$ cat src/verilog/uart_chan_defs.svh
// constants for the per-channel custom control and notification block
//
// Notes on behaviour
// - wide enable clear: normal formats; set: wide
// - baud below 46921 forces prompt forwarding on
// - forwarding off: wait 64 bytes or 3-character timeout
// - forwarding on: next bulk IN takes everything
// - report select bits map to GPIO1,2,0,3,4,5
// - packet bytes 0,1: A1 then 20
// - wValue zero, wIndex interface number zero
// - wLength two, data field at byte 8
// - data D6..D2: overrun, parity, framing, ring, break
// - data D1 DSR, D0 carrier detect, live
// - upper byte: GPIO5,4,3,0 at D14..D11, GPIO2,1 at D9,D8, D15 and D10 zero
// - unmasked GPIO change queues a packet
`ifndef UART_CHAN_DEFS_SVH
`define UART_CHAN_DEFS_SVH

// ****************************************
// register indices (byte address is four times the index)
// ****************************************
`define IDX_WIDE        6'h03
`define IDX_LOWLAT      6'h04
`define IDX_GPIOSEL     6'h06
`define IDX_GPIOMASK    6'h07
`define IDX_IRQSTAT     6'h08
`define IDX_IRQMASK     6'h09
`define IDX_NOTEDATA    6'h0A
`define IDX_FWDSTAT     6'h0B
`define IDX_NONE        6'h3F

// ****************************************
// field positions, write masks, reset values
// ****************************************
`define WIDE_EN_BIT     0
`define LOWLAT_EN_BIT   0
`define GPIOSEL_WMASK   8'h7B
`define RST_WIDE        1'b0
`define RST_LOWLAT      1'b0
`define RST_GPIOSEL     8'h00
`define RST_GPIOMASK    6'h3F
`define RST_IRQMASK     3'h0
`define IRQ_GPIO_BIT    0
`define IRQ_LINE_BIT    1
`define IRQ_SENT_BIT    2

// ****************************************
// forwarding and notification figures
// ****************************************
`define LOW_LAT_BAUD    24'd46921
`define MAX_PKT_BYTES   7'd64
`define RX_TIMEOUT_CHR  2'd3
`define NOTE_REQ_TYPE   8'hA1
`define NOTE_SERIAL_ST  8'h20
`define NOTE_VALUE      16'h0000
`define NOTE_IFACE_NUM  8'h00
`define NOTE_LENGTH     16'h0002
`define NOTE_LAST_BYTE  4'h9

`endif

$ cat src/verilog/uart_chan_pkg.sv
// types shared by the channel control modules
package uart_chan_pkg;

   typedef enum logic [0:0] {NOTE_IDLE, NOTE_SEND} note_state_t;

   typedef struct packed {
      logic        wideEn;
      logic        lowLatEn;
      logic [7:0]  gpioSel;
      logic [5:0]  gpioMask;
      logic [2:0]  irqStatus;
      logic [2:0]  irqMask;
      logic        dataPhase;
      logic        dataWrite;
      logic [5:0]  dataIdx;
      logic [31:0] rdata;
      note_state_t noteState;
      logic        notePending;
      logic [3:0]  byteIdx;
      logic [15:0] noteData;
      logic [6:0]  lastLine;
      logic [5:0]  lastGpio;
      logic [7:0]  noteByte;
      logic        noteValid;
      logic        noteLast;
   } chan_state_t;

   typedef struct packed {
      logic [1:0] idleChars;
      logic       grantValid;
      logic [6:0] grantCount;
   } fwd_state_t;

endpackage

$ cat src/verilog/uart_channel_custom.sv
// channel custom control: wide mode, receive forwarding, serial state notification
`timescale 1ns/1ns
`include "uart_chan_defs.svh"
module uart_channel_custom (
   input  wire logic        core_clk,
   input  wire logic        rst_n,
   // ****************************************************************
   // AHB-Lite slave
   // ****************************************************************
   input  wire logic        hsel,
   input  wire logic [31:0] haddr,
   input  wire logic [1:0]  htrans,
   input  wire logic        hwrite,
   input  wire logic [2:0]  hsize,
   input  wire logic [31:0] hwdata,
   input  wire logic        hready,
   output logic             hreadyout,
   output logic             hresp,
   output logic [31:0]      hrdata,
   output logic             irq,
   // ****************************************************************
   // channel side
   // ****************************************************************
   input  wire logic [23:0] baudRate,
   output logic             wideModeEn,
   output logic             promptFwdEn,
   input  wire logic        rxByteIn,
   input  wire logic        charTick,
   input  wire logic [6:0]  rxFifoCount,
   input  wire logic        bulkInReq,
   output logic             bulkInEligible,
   output logic             bulkInGrant,
   output logic [6:0]       bulkInCount,
   // ****************************************************************
   // line and pin states for the notification
   // ****************************************************************
   input  wire logic        errOverrun,
   input  wire logic        errParity,
   input  wire logic        errFraming,
   input  wire logic        ringState,
   input  wire logic        breakState,
   input  wire logic        dsrState,
   input  wire logic        cdState,
   input  wire logic [5:0]  gpioIn,
   input  wire logic        intInToken,
   output logic             intInNak,
   output logic             noteValid,
   output logic [7:0]       noteByte,
   output logic             noteLast,
   input  wire logic        noteReady
);
   uart_chan_pkg::chan_state_t state_reg;
   uart_chan_pkg::chan_state_t state_next;
   logic [5:0]                 addrIdx;
   logic                       addrTaken;
   logic [6:0]                 lineNow;
   logic                       lineChg;
   logic                       gpioChg;
   logic [15:0]                fieldNow;
   logic                       startPkt;
   logic                       byteTaken;
   logic                       belowLimit;
   logic                       eligible;

   // ****************************************************************
   // helpers
   // ****************************************************************
   // off-window or unaligned: unmapped
   function automatic logic [5:0] regIdx(input logic [31:0] a);
      if (a[31:8] != 24'h000000 || a[1:0] != 2'b00) begin
         return `IDX_NONE;
      end
      return a[7:2];
   endfunction

   // upper status byte from the report select and pin levels
   function automatic logic [7:0] packHigh(input logic [7:0] sel, input logic [5:0] pin);
      logic [7:0] h;
      h = 8'h00;
      h[0] = sel[0] & pin[1];
      h[1] = sel[1] & pin[2];
      h[3] = sel[3] & pin[0];
      h[4] = sel[4] & pin[3];
      h[5] = sel[5] & pin[4];
      h[6] = sel[6] & pin[5];
      return h;
   endfunction

   function automatic logic [7:0] byteAt(input logic [3:0] i, input logic [15:0] d);
      case (i)
         4'h0:    return `NOTE_REQ_TYPE;
         4'h1:    return `NOTE_SERIAL_ST;
         4'h2:    return 8'(`NOTE_VALUE);
         4'h3:    return 8'(`NOTE_VALUE >> 8);
         4'h4:    return `NOTE_IFACE_NUM;
         4'h5:    return 8'h00;
         4'h6:    return 8'(`NOTE_LENGTH);
         4'h7:    return 8'(`NOTE_LENGTH >> 8);
         4'h8:    return d[7:0];
         4'h9:    return d[15:8];
         default: return 8'h00;
      endcase
   endfunction

   // ****************************************************************
   // receive forwarding
   // ****************************************************************
   rx_forward_timer fwd (
      .core_clk     (core_clk),
      .rst_n        (rst_n),
      .promptEn     (state_reg.lowLatEn),
      .rxByteIn     (rxByteIn),
      .charTick     (charTick),
      .fifoCount    (rxFifoCount),
      .bulkInReq    (bulkInReq),
      .dataEligible (eligible),
      .grantValid   (bulkInGrant),
      .grantCount   (bulkInCount)
   );

   // ****************************************************************
   // next state
   // ****************************************************************
   always_comb begin
      state_next = state_reg;
      addrIdx = regIdx(haddr);
      addrTaken = hsel && htrans[1] && hready;
      belowLimit = (baudRate < `LOW_LAT_BAUD);

      // data phase of a write commits the register
      if (state_reg.dataPhase && state_reg.dataWrite) begin
         case (state_reg.dataIdx)
            `IDX_WIDE:     state_next.wideEn = hwdata[`WIDE_EN_BIT];
            `IDX_LOWLAT:   state_next.lowLatEn = hwdata[`LOWLAT_EN_BIT];
            `IDX_GPIOSEL:  state_next.gpioSel = hwdata[7:0] & `GPIOSEL_WMASK;
            `IDX_GPIOMASK: state_next.gpioMask = hwdata[5:0];
            `IDX_IRQMASK:  state_next.irqMask = hwdata[2:0];
            default:       state_next.dataPhase = 1'b0;
         endcase
      end
      // slow links always forward promptly
      if (belowLimit) begin
         state_next.lowLatEn = 1'b1;
      end

      // ****************************************************************
      // notification field and change detection
      // ****************************************************************
      lineNow = {errOverrun, errParity, errFraming, ringState,
                 breakState, dsrState, cdState};
      fieldNow = {packHigh(state_reg.gpioSel, gpioIn), 1'b0, lineNow};
      lineChg = (lineNow != state_reg.lastLine);
      gpioChg = ((gpioIn ^ state_reg.lastGpio) & ~state_reg.gpioMask) != 6'h00;
      state_next.lastLine = lineNow;
      state_next.lastGpio = gpioIn;

      startPkt = intInToken && state_reg.notePending
                 && (state_reg.noteState == uart_chan_pkg::NOTE_IDLE);
      intInNak = intInToken && !startPkt;
      byteTaken = state_reg.noteValid && noteReady;
      // change at start stays queued
      state_next.notePending = (state_reg.notePending && !startPkt) || lineChg || gpioChg;

      case (state_reg.noteState)
         uart_chan_pkg::NOTE_IDLE: begin
            if (startPkt) begin
               state_next.noteState = uart_chan_pkg::NOTE_SEND;
               state_next.noteData = fieldNow;
               state_next.byteIdx = 4'h0;
               state_next.noteByte = byteAt(4'h0, fieldNow);
               state_next.noteValid = 1'b1;
               state_next.noteLast = 1'b0;
            end
         end
         uart_chan_pkg::NOTE_SEND: begin
            if (byteTaken) begin
               if (state_reg.noteLast) begin
                  state_next.noteState = uart_chan_pkg::NOTE_IDLE;
                  state_next.noteValid = 1'b0;
                  state_next.noteLast = 1'b0;
               end else begin
                  state_next.byteIdx = state_reg.byteIdx + 4'h1;
                  state_next.noteByte = byteAt(state_next.byteIdx, state_reg.noteData);
                  state_next.noteLast = (state_next.byteIdx == `NOTE_LAST_BYTE);
               end
            end
         end
         default: begin
            state_next.noteState = uart_chan_pkg::NOTE_IDLE;
            state_next.noteValid = 1'b0;
         end
      endcase

      // ****************************************************************
      // interrupt status; a read clears, a new event wins
      // ****************************************************************
      if (addrTaken && !hwrite && addrIdx == `IDX_IRQSTAT) begin
         state_next.irqStatus = 3'h0;
      end
      state_next.irqStatus[`IRQ_GPIO_BIT] = state_next.irqStatus[`IRQ_GPIO_BIT] | gpioChg;
      state_next.irqStatus[`IRQ_LINE_BIT] = state_next.irqStatus[`IRQ_LINE_BIT] | lineChg;
      state_next.irqStatus[`IRQ_SENT_BIT] = state_next.irqStatus[`IRQ_SENT_BIT]
                                            | (byteTaken && state_reg.noteLast);

      // ****************************************************************
      // address phase: read data registered from post-write values
      // ****************************************************************
      state_next.dataPhase = addrTaken;
      state_next.dataWrite = addrTaken && hwrite;
      state_next.dataIdx = addrIdx;
      if (addrTaken && !hwrite) begin
         case (addrIdx)
            `IDX_WIDE:     state_next.rdata = {31'h0, state_next.wideEn};
            `IDX_LOWLAT:   state_next.rdata = {31'h0, state_next.lowLatEn};
            `IDX_GPIOSEL:  state_next.rdata = {24'h0, state_next.gpioSel};
            `IDX_GPIOMASK: state_next.rdata = {26'h0, state_next.gpioMask};
            `IDX_IRQSTAT:  state_next.rdata = {29'h0, state_reg.irqStatus};
            `IDX_IRQMASK:  state_next.rdata = {29'h0, state_next.irqMask};
            `IDX_NOTEDATA: state_next.rdata = {16'h0, fieldNow};
            `IDX_FWDSTAT:  state_next.rdata = {23'h0, rxFifoCount, eligible, state_reg.notePending};
            default:       state_next.rdata = 32'h0;
         endcase
      end
   end

   // ****************************************************************
   // state register
   // ****************************************************************
   always_ff @(posedge core_clk) begin
      if (!rst_n) begin
         state_reg <= '0;
         state_reg.wideEn <= `RST_WIDE;
         state_reg.lowLatEn <= `RST_LOWLAT;
         state_reg.gpioSel <= `RST_GPIOSEL;
         state_reg.gpioMask <= `RST_GPIOMASK;
         state_reg.irqMask <= `RST_IRQMASK;
         state_reg.noteState <= uart_chan_pkg::NOTE_IDLE;
      end else begin
         state_reg <= state_next;
      end
   end

   // ****************************************************************
   // outputs
   // ****************************************************************
   assign hreadyout = 1'b1;
   assign hresp = 1'b0;
   assign hrdata = state_reg.rdata;
   assign irq = (state_reg.irqStatus & state_reg.irqMask) != 3'h0;
   assign wideModeEn = state_reg.wideEn;
   assign promptFwdEn = state_reg.lowLatEn;
   assign bulkInEligible = eligible;
   assign noteValid = state_reg.noteValid;
   assign noteByte = state_reg.noteByte;
   assign noteLast = state_reg.noteLast;
endmodule

$ cat src/verilog/rx_forward_timer.sv
// decides when held receive bytes are released on a bulk IN request
`timescale 1ns/1ns
`include "uart_chan_defs.svh"
module rx_forward_timer (
   input  wire logic       core_clk,
   input  wire logic       rst_n,
   input  wire logic       promptEn,
   input  wire logic       rxByteIn,
   input  wire logic       charTick,
   input  wire logic [6:0] fifoCount,
   input  wire logic       bulkInReq,
   output logic            dataEligible,
   output logic            grantValid,
   output logic [6:0]      grantCount
);
   uart_chan_pkg::fwd_state_t state_reg;
   uart_chan_pkg::fwd_state_t state_next;
   logic                      timedOut;
   logic                      hasData;

   always_comb begin
      state_next = state_reg;
      hasData = (fifoCount != 7'h00);
      timedOut = (state_reg.idleChars >= `RX_TIMEOUT_CHR);
      // fresh byte restarts the silence count
      if (rxByteIn || !hasData) begin
         state_next.idleChars = 2'h0;
      end else if (charTick && !timedOut) begin
         state_next.idleChars = state_reg.idleChars + 2'h1;
      end
      if (promptEn) begin
         dataEligible = hasData;
      end else begin
         dataEligible = (fifoCount >= `MAX_PKT_BYTES) || (timedOut && hasData);
      end
      state_next.grantValid = bulkInReq;
      state_next.grantCount = 7'h00;
      if (bulkInReq) begin
         if (promptEn) begin
            state_next.grantCount = fifoCount;
         end else if (dataEligible) begin
            state_next.grantCount = (fifoCount >= `MAX_PKT_BYTES) ? `MAX_PKT_BYTES
                                                                  : fifoCount;
         end
         state_next.idleChars = 2'h0;
      end
   end

   always_ff @(posedge core_clk) begin
      if (!rst_n) begin
         state_reg <= '0;
      end else begin
         state_reg <= state_next;
      end
   end

   assign grantValid = state_reg.grantValid;
   assign grantCount = state_reg.grantCount;
endmodule

$ cat config.mk
export PLATFORM = sky130hd
export DESIGN_NAME = uart_channel_custom
export DESIGN_NICKNAME = d
export VERILOG_FILES = /design/src/verilog/uart_chan_pkg.sv /design/src/verilog/uart_channel_custom.sv /design/src/verilog/rx_forward_timer.sv
export VERILOG_INCLUDE_DIRS = /design/src /design/src/verilog
export SDC_FILE = /design/constraint.sdc
export NUM_CORES = 1
export LEC_CHECK = 0
export BUFFER_PORTS_ARGS = -buffer_cell sky130_fd_sc_hd__buf_2
export CAP_MARGIN = 25
export CORE_ASPECT_RATIO = 1.25
export CORE_MARGIN = 1.5
export CORE_UTILIZATION = 50
export CTS_BUF_LIST = sky130_fd_sc_hd__clkbuf_2 sky130_fd_sc_hd__clkbuf_4 sky130_fd_sc_hd__clkbuf_8
export DETAILED_ROUTE_END_ITERATION = 12
export PLACE_DENSITY = 0.91
export REMOVE_ABC_BUFFERS = 1
export SYNTH_ARGS = -nofsm -noshare
export SYNTH_HDL_FRONTEND = slang
export SYNTH_SLANG_ARGS = --single-unit
$ cat constraint.sdc
create_clock -name core_clk -period 5.5 [get_ports core_clk]
set_input_delay 0.825 -clock core_clk [delete_from_list [all_inputs] [get_ports core_clk]]
set_output_delay 0.825 -clock core_clk [all_outputs]
set_load 0.05 [all_outputs]
# After elaboration in Yosys (flattened, before gate mapping)
# Cells that the tools add are included.
[totals]
register_bits = 114
in_bits = 123
out_inout_bits = 57
word_cells = 133
[classes]
addsub = 2
order_cmp = 3
n_eq_ne = 22
n_mux = 33
bitwise_logic = 15
n_reduce_logical = 36
[op_table]
columns = ["op", "count"]
rows = [
  ["$pmux W15 S8", 1],
  ["$pmux W8 S5", 1],
  ["$eq A6 B3 Y1 const B", 6],
  ["$eq A6 B4 Y1 const B", 5],
  ["$lt A24 B16 Y1 const B", 1],
  ["$reduce_bool A24 Y1", 1],
  ["$mux W7", 3],
  ["$mux W10", 2],
  ["$mux W20", 1],
  ["$pmux W10 S2", 1],
  ["$mux W6", 3],
  ["$mux W16", 1],
  ["$mux W8", 2],
  ["$logic_and A1 B1 Y1", 14],
  ["$eq A6 B2 Y1 const B", 2],
  ["$mux W4", 3],
  ["$mux W1", 11],
  ["$eq A4 B4 Y1 const B", 2],
  ["$pmux W4 S2", 1],
  ["$ge A7 B7 Y1 const B", 1],
  ["$ne A7 B7 Y1", 1],
  ["$reduce_bool A7 Y1", 1],
  ["$and A1 B1 Y1", 6],
  ["$and A6 B6 Y6", 1],
  ["other kinds (24)", 40],
]

# Longest topological paths before layout
[logic_depth]
depth_word = 8
depth_mapped = 8
depth_no_buf = 6

# By module
# From an unflattened synthesis, not the netlist that was laid out.
[unflattened]
hier_cells = 538
area_unflattened_um2 = 4615.7
[modules_own_cells]
columns = ["module", "instances", "cells_each", "area_each_um2", "seq_area_each_um2"]
rows = [
  ["uart_channel_custom", 1, 498, 4197.8, 1721.7],
  ["rx_forward_timer", 1, 40, 417.9, 200.2],
]

# Least setup slack after synthesis
# OpenSTA, ideal clock, no wires.
[synth_path]
path_kind = "input -> output"
startpoint = "in intInToken"
endpoint = "out intInNak"
t_arrival_ps = 2032
t_required_ps = 4675
path_slack_ps = 2643
stages = 4
path_buffers = 1
path_cell_list = "inv_1 nor3b_1 clkbuf_1 nor2_1"
[synth_between]
elab_chain_len = 4
[synth_rtl]
columns = ["element", "line", "rtl"]
rows = [
  ["from (decl)", "uart_channel_custom.sv:45", "input wire logic intInToken,"],
  ["$logic_and A1 B1 Y1", "uart_channel_custom.sv:157", "startPkt = intInToken && state_reg.notePending"],
  ["$logic_and A1 B1 Y1", "uart_channel_custom.sv:158", "&& (state_reg.noteState == uart_chan_pkg::NOTE_IDLE);"],
  ["$logic_not A1 Y1", "uart_channel_custom.sv:159", "intInNak = intInToken && !startPkt;"],
  ["$logic_and A1 B1 Y1 *", "uart_channel_custom.sv:159", ""],
  ["to (decl)", "uart_channel_custom.sv:46", "output logic intInNak,"],
]
# Every way passes the cells marked *; elsewhere a longest branch is shown, timed or not.

# Worst setup path after layout
[layout_path]
startpoint = "in rxFifoCount[3]"
endpoint = "out bulkInEligible"
[layout_between]
elab_chain_len = 4
word_cells_on_any_way = 5
classes_between = "1 x order compare; 1 x mux; 3 x reduce/logical"
[layout_rtl]
columns = ["element", "line", "rtl"]
rows = [
  ["from (decl)", "uart_channel_custom.sv:29", "input wire logic [6:0] rxFifoCount,"],
  ["branches (longest 3 deep; another with $ge A7 B7 Y1)", "-", ""],
  ["$mux W1 *", "rx_forward_timer.sv:31", "if (promptEn) begin"],
  ["to (decl)", "uart_channel_custom.sv:31", "output logic bulkInEligible,"],
]
# Mark *: on every way between the ends.

==> impl_metrics.csv <==
group,metric,value,unit
status,status,"complete, no violations",
synth,ys_seq_area_share,41.06,%
floorplanning,ios,180,
clock_tree,clkLatencyLatePin,0.37,ns
setup_path,crit_path_end,"bulkInEligible",
synth,netlist.area_leader.share,41.06,%
final_layout,layout.nets,735,
sta,fin_crit_sh,52.68,%
setup_path,critPathMaxStageDelay,0.54,ns
clock_tree,ctsHtreeMaxLevel,3,
synth,syn_avg_cell_area,9.124,um^2
setup_path,arrival,2.07,ns
setup_path,rr_startpoint,"state_reg[81]",
synth,yosys-top-cells-area,"dfxtp_1, buf_4, nand2_1, and2_1, nor2_1",
grt,grt_start_max_net_pins,47,
setup_path,r2r_cells,5,
clock_tree,clockBufferDepth,2,
setup_path,crit_type,"primary input to primary output",
drt,vias,4071,
synth,synthesis.area,4681,um^2
clock_tree,numCtsBuffers,9,
synth,synth_top_area_cell,"dfxtp_1",
worst_hold_path,hold_path.class,"register to register",
final_layout,largest_register_ffs,60,
clock_tree,cts_num_sinks,96,
setup_path,crit_family,"simple AND/OR/NAND/NOR gates",
synth,ys_async_sr_fraction,0,%
setup_path,rr_endpoint,"hrdata[4]",
clock_tree,ctsHoldBuffers,0,
placement,port_buffers,130,
setup_path,path_max_fanout,3,
grt,grt_pass1_vias,4085,
synth,syn-instance-count,513,
clock_tree,cts_root_buf,"clkbuf_8",
final_layout,final_cell_mix,"buf_2, dfxtp_1, nand2_1",
setup_path,end_kind,"primary output",
setup_path,reg2reg_setup_slack,3.15,ns
drt,route.detailed.drc,0,
setup_path,crit_cells,5,
power,p_leak,2.330,nW
clock_tree,cts_resized,0,
synth,synth_edf_count,0,
flow_run,maxCapViolations,0,
sta,rsz0062_at_grt,"no",
clock_tree,clk_pin_slew,0.09,ns
floorplanning,coreArea,9125,um^2
placement,gp_congestion,0.8675,
setup_path,crit_chain,"buf_2 -> or4_1 -> o32ai_1 -> nand2_1 -> buf_2",
grt,use_met1,24.19,%
floorplanning,start_util,51.30,%
final_layout,drive_gt1_share,29.46,%
setup_path,crit_start,"rxFifoCount[3]",
synth,ys_warn_count,0,
placement,dp.final_hpwl,8825,um
drt,ant_nets,0,
setup_path,slowest_stage,"or4_1",
grt,gr-max-usage-layer,"met2",
synth,synth_ff_type,"dfxtp_1",
floorplanning,die_h,111.2,um
setup_path,start_kind,"primary input",
floorplanning,die_x,89.54,um
drt,routedWlPerCell,15.64,um
sta,period_minus_slack,2.897,ns
sta,slew_headroom,35.60,%
sta,holdWs,0.4622,ns
synth,synth_cell_types,69,
grt,antenna_found_initial,0,
final_layout,mostFrequentLayoutCell,"buf_2",
sta,slew_viol_final,0,
power,ir_worst_vdd,0.1058,mV
sta,setup_viol,0,
sta,worst_pin_slew,0.9624,ns
grt,overflow,0,
worst_hold_path,hold_depth,2,
sta,final_hold_viol_count,0,
synth,synth-seq-cells,96,
grt,grt_first_pass_wirelength,18040,um
grt,track_usage,23.29,%
sta,clock_skew,0.009745,ns
sta,tns,0,ns
drt,routed_via_density,5.539,
sta,clock.fmax,345.1,MHz
grt,met2_usage,41.89,%
drt,firstDrtPassIters,6,
setup_path,worst-path-buf-inv,2,
grt,grtUsageMet3,4.244,%
drt,drtIter0Drc,292,
clock_tree,postCtsSetupRepairBufs,0,
final_layout,area_growth,13.69,%
floorplanning,die-area,9955,um^2
power,p_per_area,253.6,nW/um^2
clock_tree,cts_tree,"yes",
setup_path,cp.required,4.68,ns
setup_path,crit_top_cell,"buf_2",
floorplanning,num_rows,39,
drt,routed_wl,11500,um
how the worst min path moves through the flow:
stage                        from            end  slack [ns]
finish              state_reg[24]  state_reg[24]        0.46
global route        state_reg[24]  state_reg[24]        0.48
CTS                 state_reg[24]  state_reg[24]        0.46
detailed placement      hrdata[4]      hrdata[4]        0.45
global placement       hrdata[14]     hrdata[14]        0.43
floorplan           state_reg[29]  state_reg[29]        0.44
tightest hold or removal path: stages (launching register included):
cell and delay (ns):
dfxtp_1 0.32, nand2_1 0.05, a21oi_1 0.05
synth_stat cells (all sizes together), types with 3 or more instances:
| cell | instances |
|---|---|
| clkbuf | 14 |
| o21ai | 17 |
| nand4b | 3 |
| or4 | 5 |
| a31oi | 5 |
| or3 | 4 |
| and2 | 27 |
| a22oi | 4 |
| dfxtp | 96 |
| mux2 | 9 |
| nand2 | 54 |
| o311a | 3 |
| nor3b | 3 |
| ha | 5 |
| o22ai | 4 |
| buf | 52 |
| nor2 | 43 |
| and3 | 3 |
| nand4 | 5 |
| nor2b | 7 |
| a222oi | 4 |
| nor4 | 12 |
| or2 | 5 |
| inv | 12 |
| nand2b | 4 |
| a21oi | 29 |
| nand3 | 19 |
| xnor2 | 13 |
| mux2i | 14 |
| xor2 | 3 |
kinds of logic after synthesis:
| logic type | share of synthesized area (%) |
|---|---|
| and+or+nand+nor | 25.42 |
| DFF | 41.06 |
| AOI/OAI and AO/OA | 12.62 |
| buffers and inverters | 10.29 |
| muxes | 6.121 |
| xor gates and xnor gates | 2.994 |
| adders and majority gates | 1.337 |
| other | 0.1604 |
where the power goes:
part           internal, mW  total (mW)  leakage, nW  switching, mW
Clock                 0.220       0.463        0.102          0.243
Sequential            0.709       0.719        0.782        0.00923
Combinational        0.0548       0.167         1.45          0.113
cell type report:
type	instances	area (um^2)
Fill cell	796	3804
Multi-Input combinational cell	357	2345
Sequential cell	96	1922
Timing Repair Buffer	131	658.1
Tap cell	123	153.9
Clock buffer	10	137.6
Clock inverter	5	57.56
Inverter	12	45.04
Antenna cell	1	2.502
per-stage QoR:
step / instances / util [%] / instance area, um^2 / power (mW) / setup WS, ns
floorplan: 465 / - / 4312 / 0.8265 / 2.249
global placement: 719 / 56.15 / 5124 / 0.8942 / 2.500
detailed placement: 719 / 56.15 / 5124 / 0.9000 / 2.431
CTS: 734 / 58.29 / 5319 / 1.353 / 2.609
global route: 734 / 58.29 / 5319 / 1.395 / 2.537
finish: 735 / 58.32 / 5321 / 1.349 / 2.603
layer usage:
layer | up-vias | wire length (um)
met4 | 0 | 471
met2 | 171 | 6197
met3 | 41 | 643
met5 | - | 0
li1 | 1923 | -
met1 | 1936 | 4185
Power figures use the tool's default switching activity.
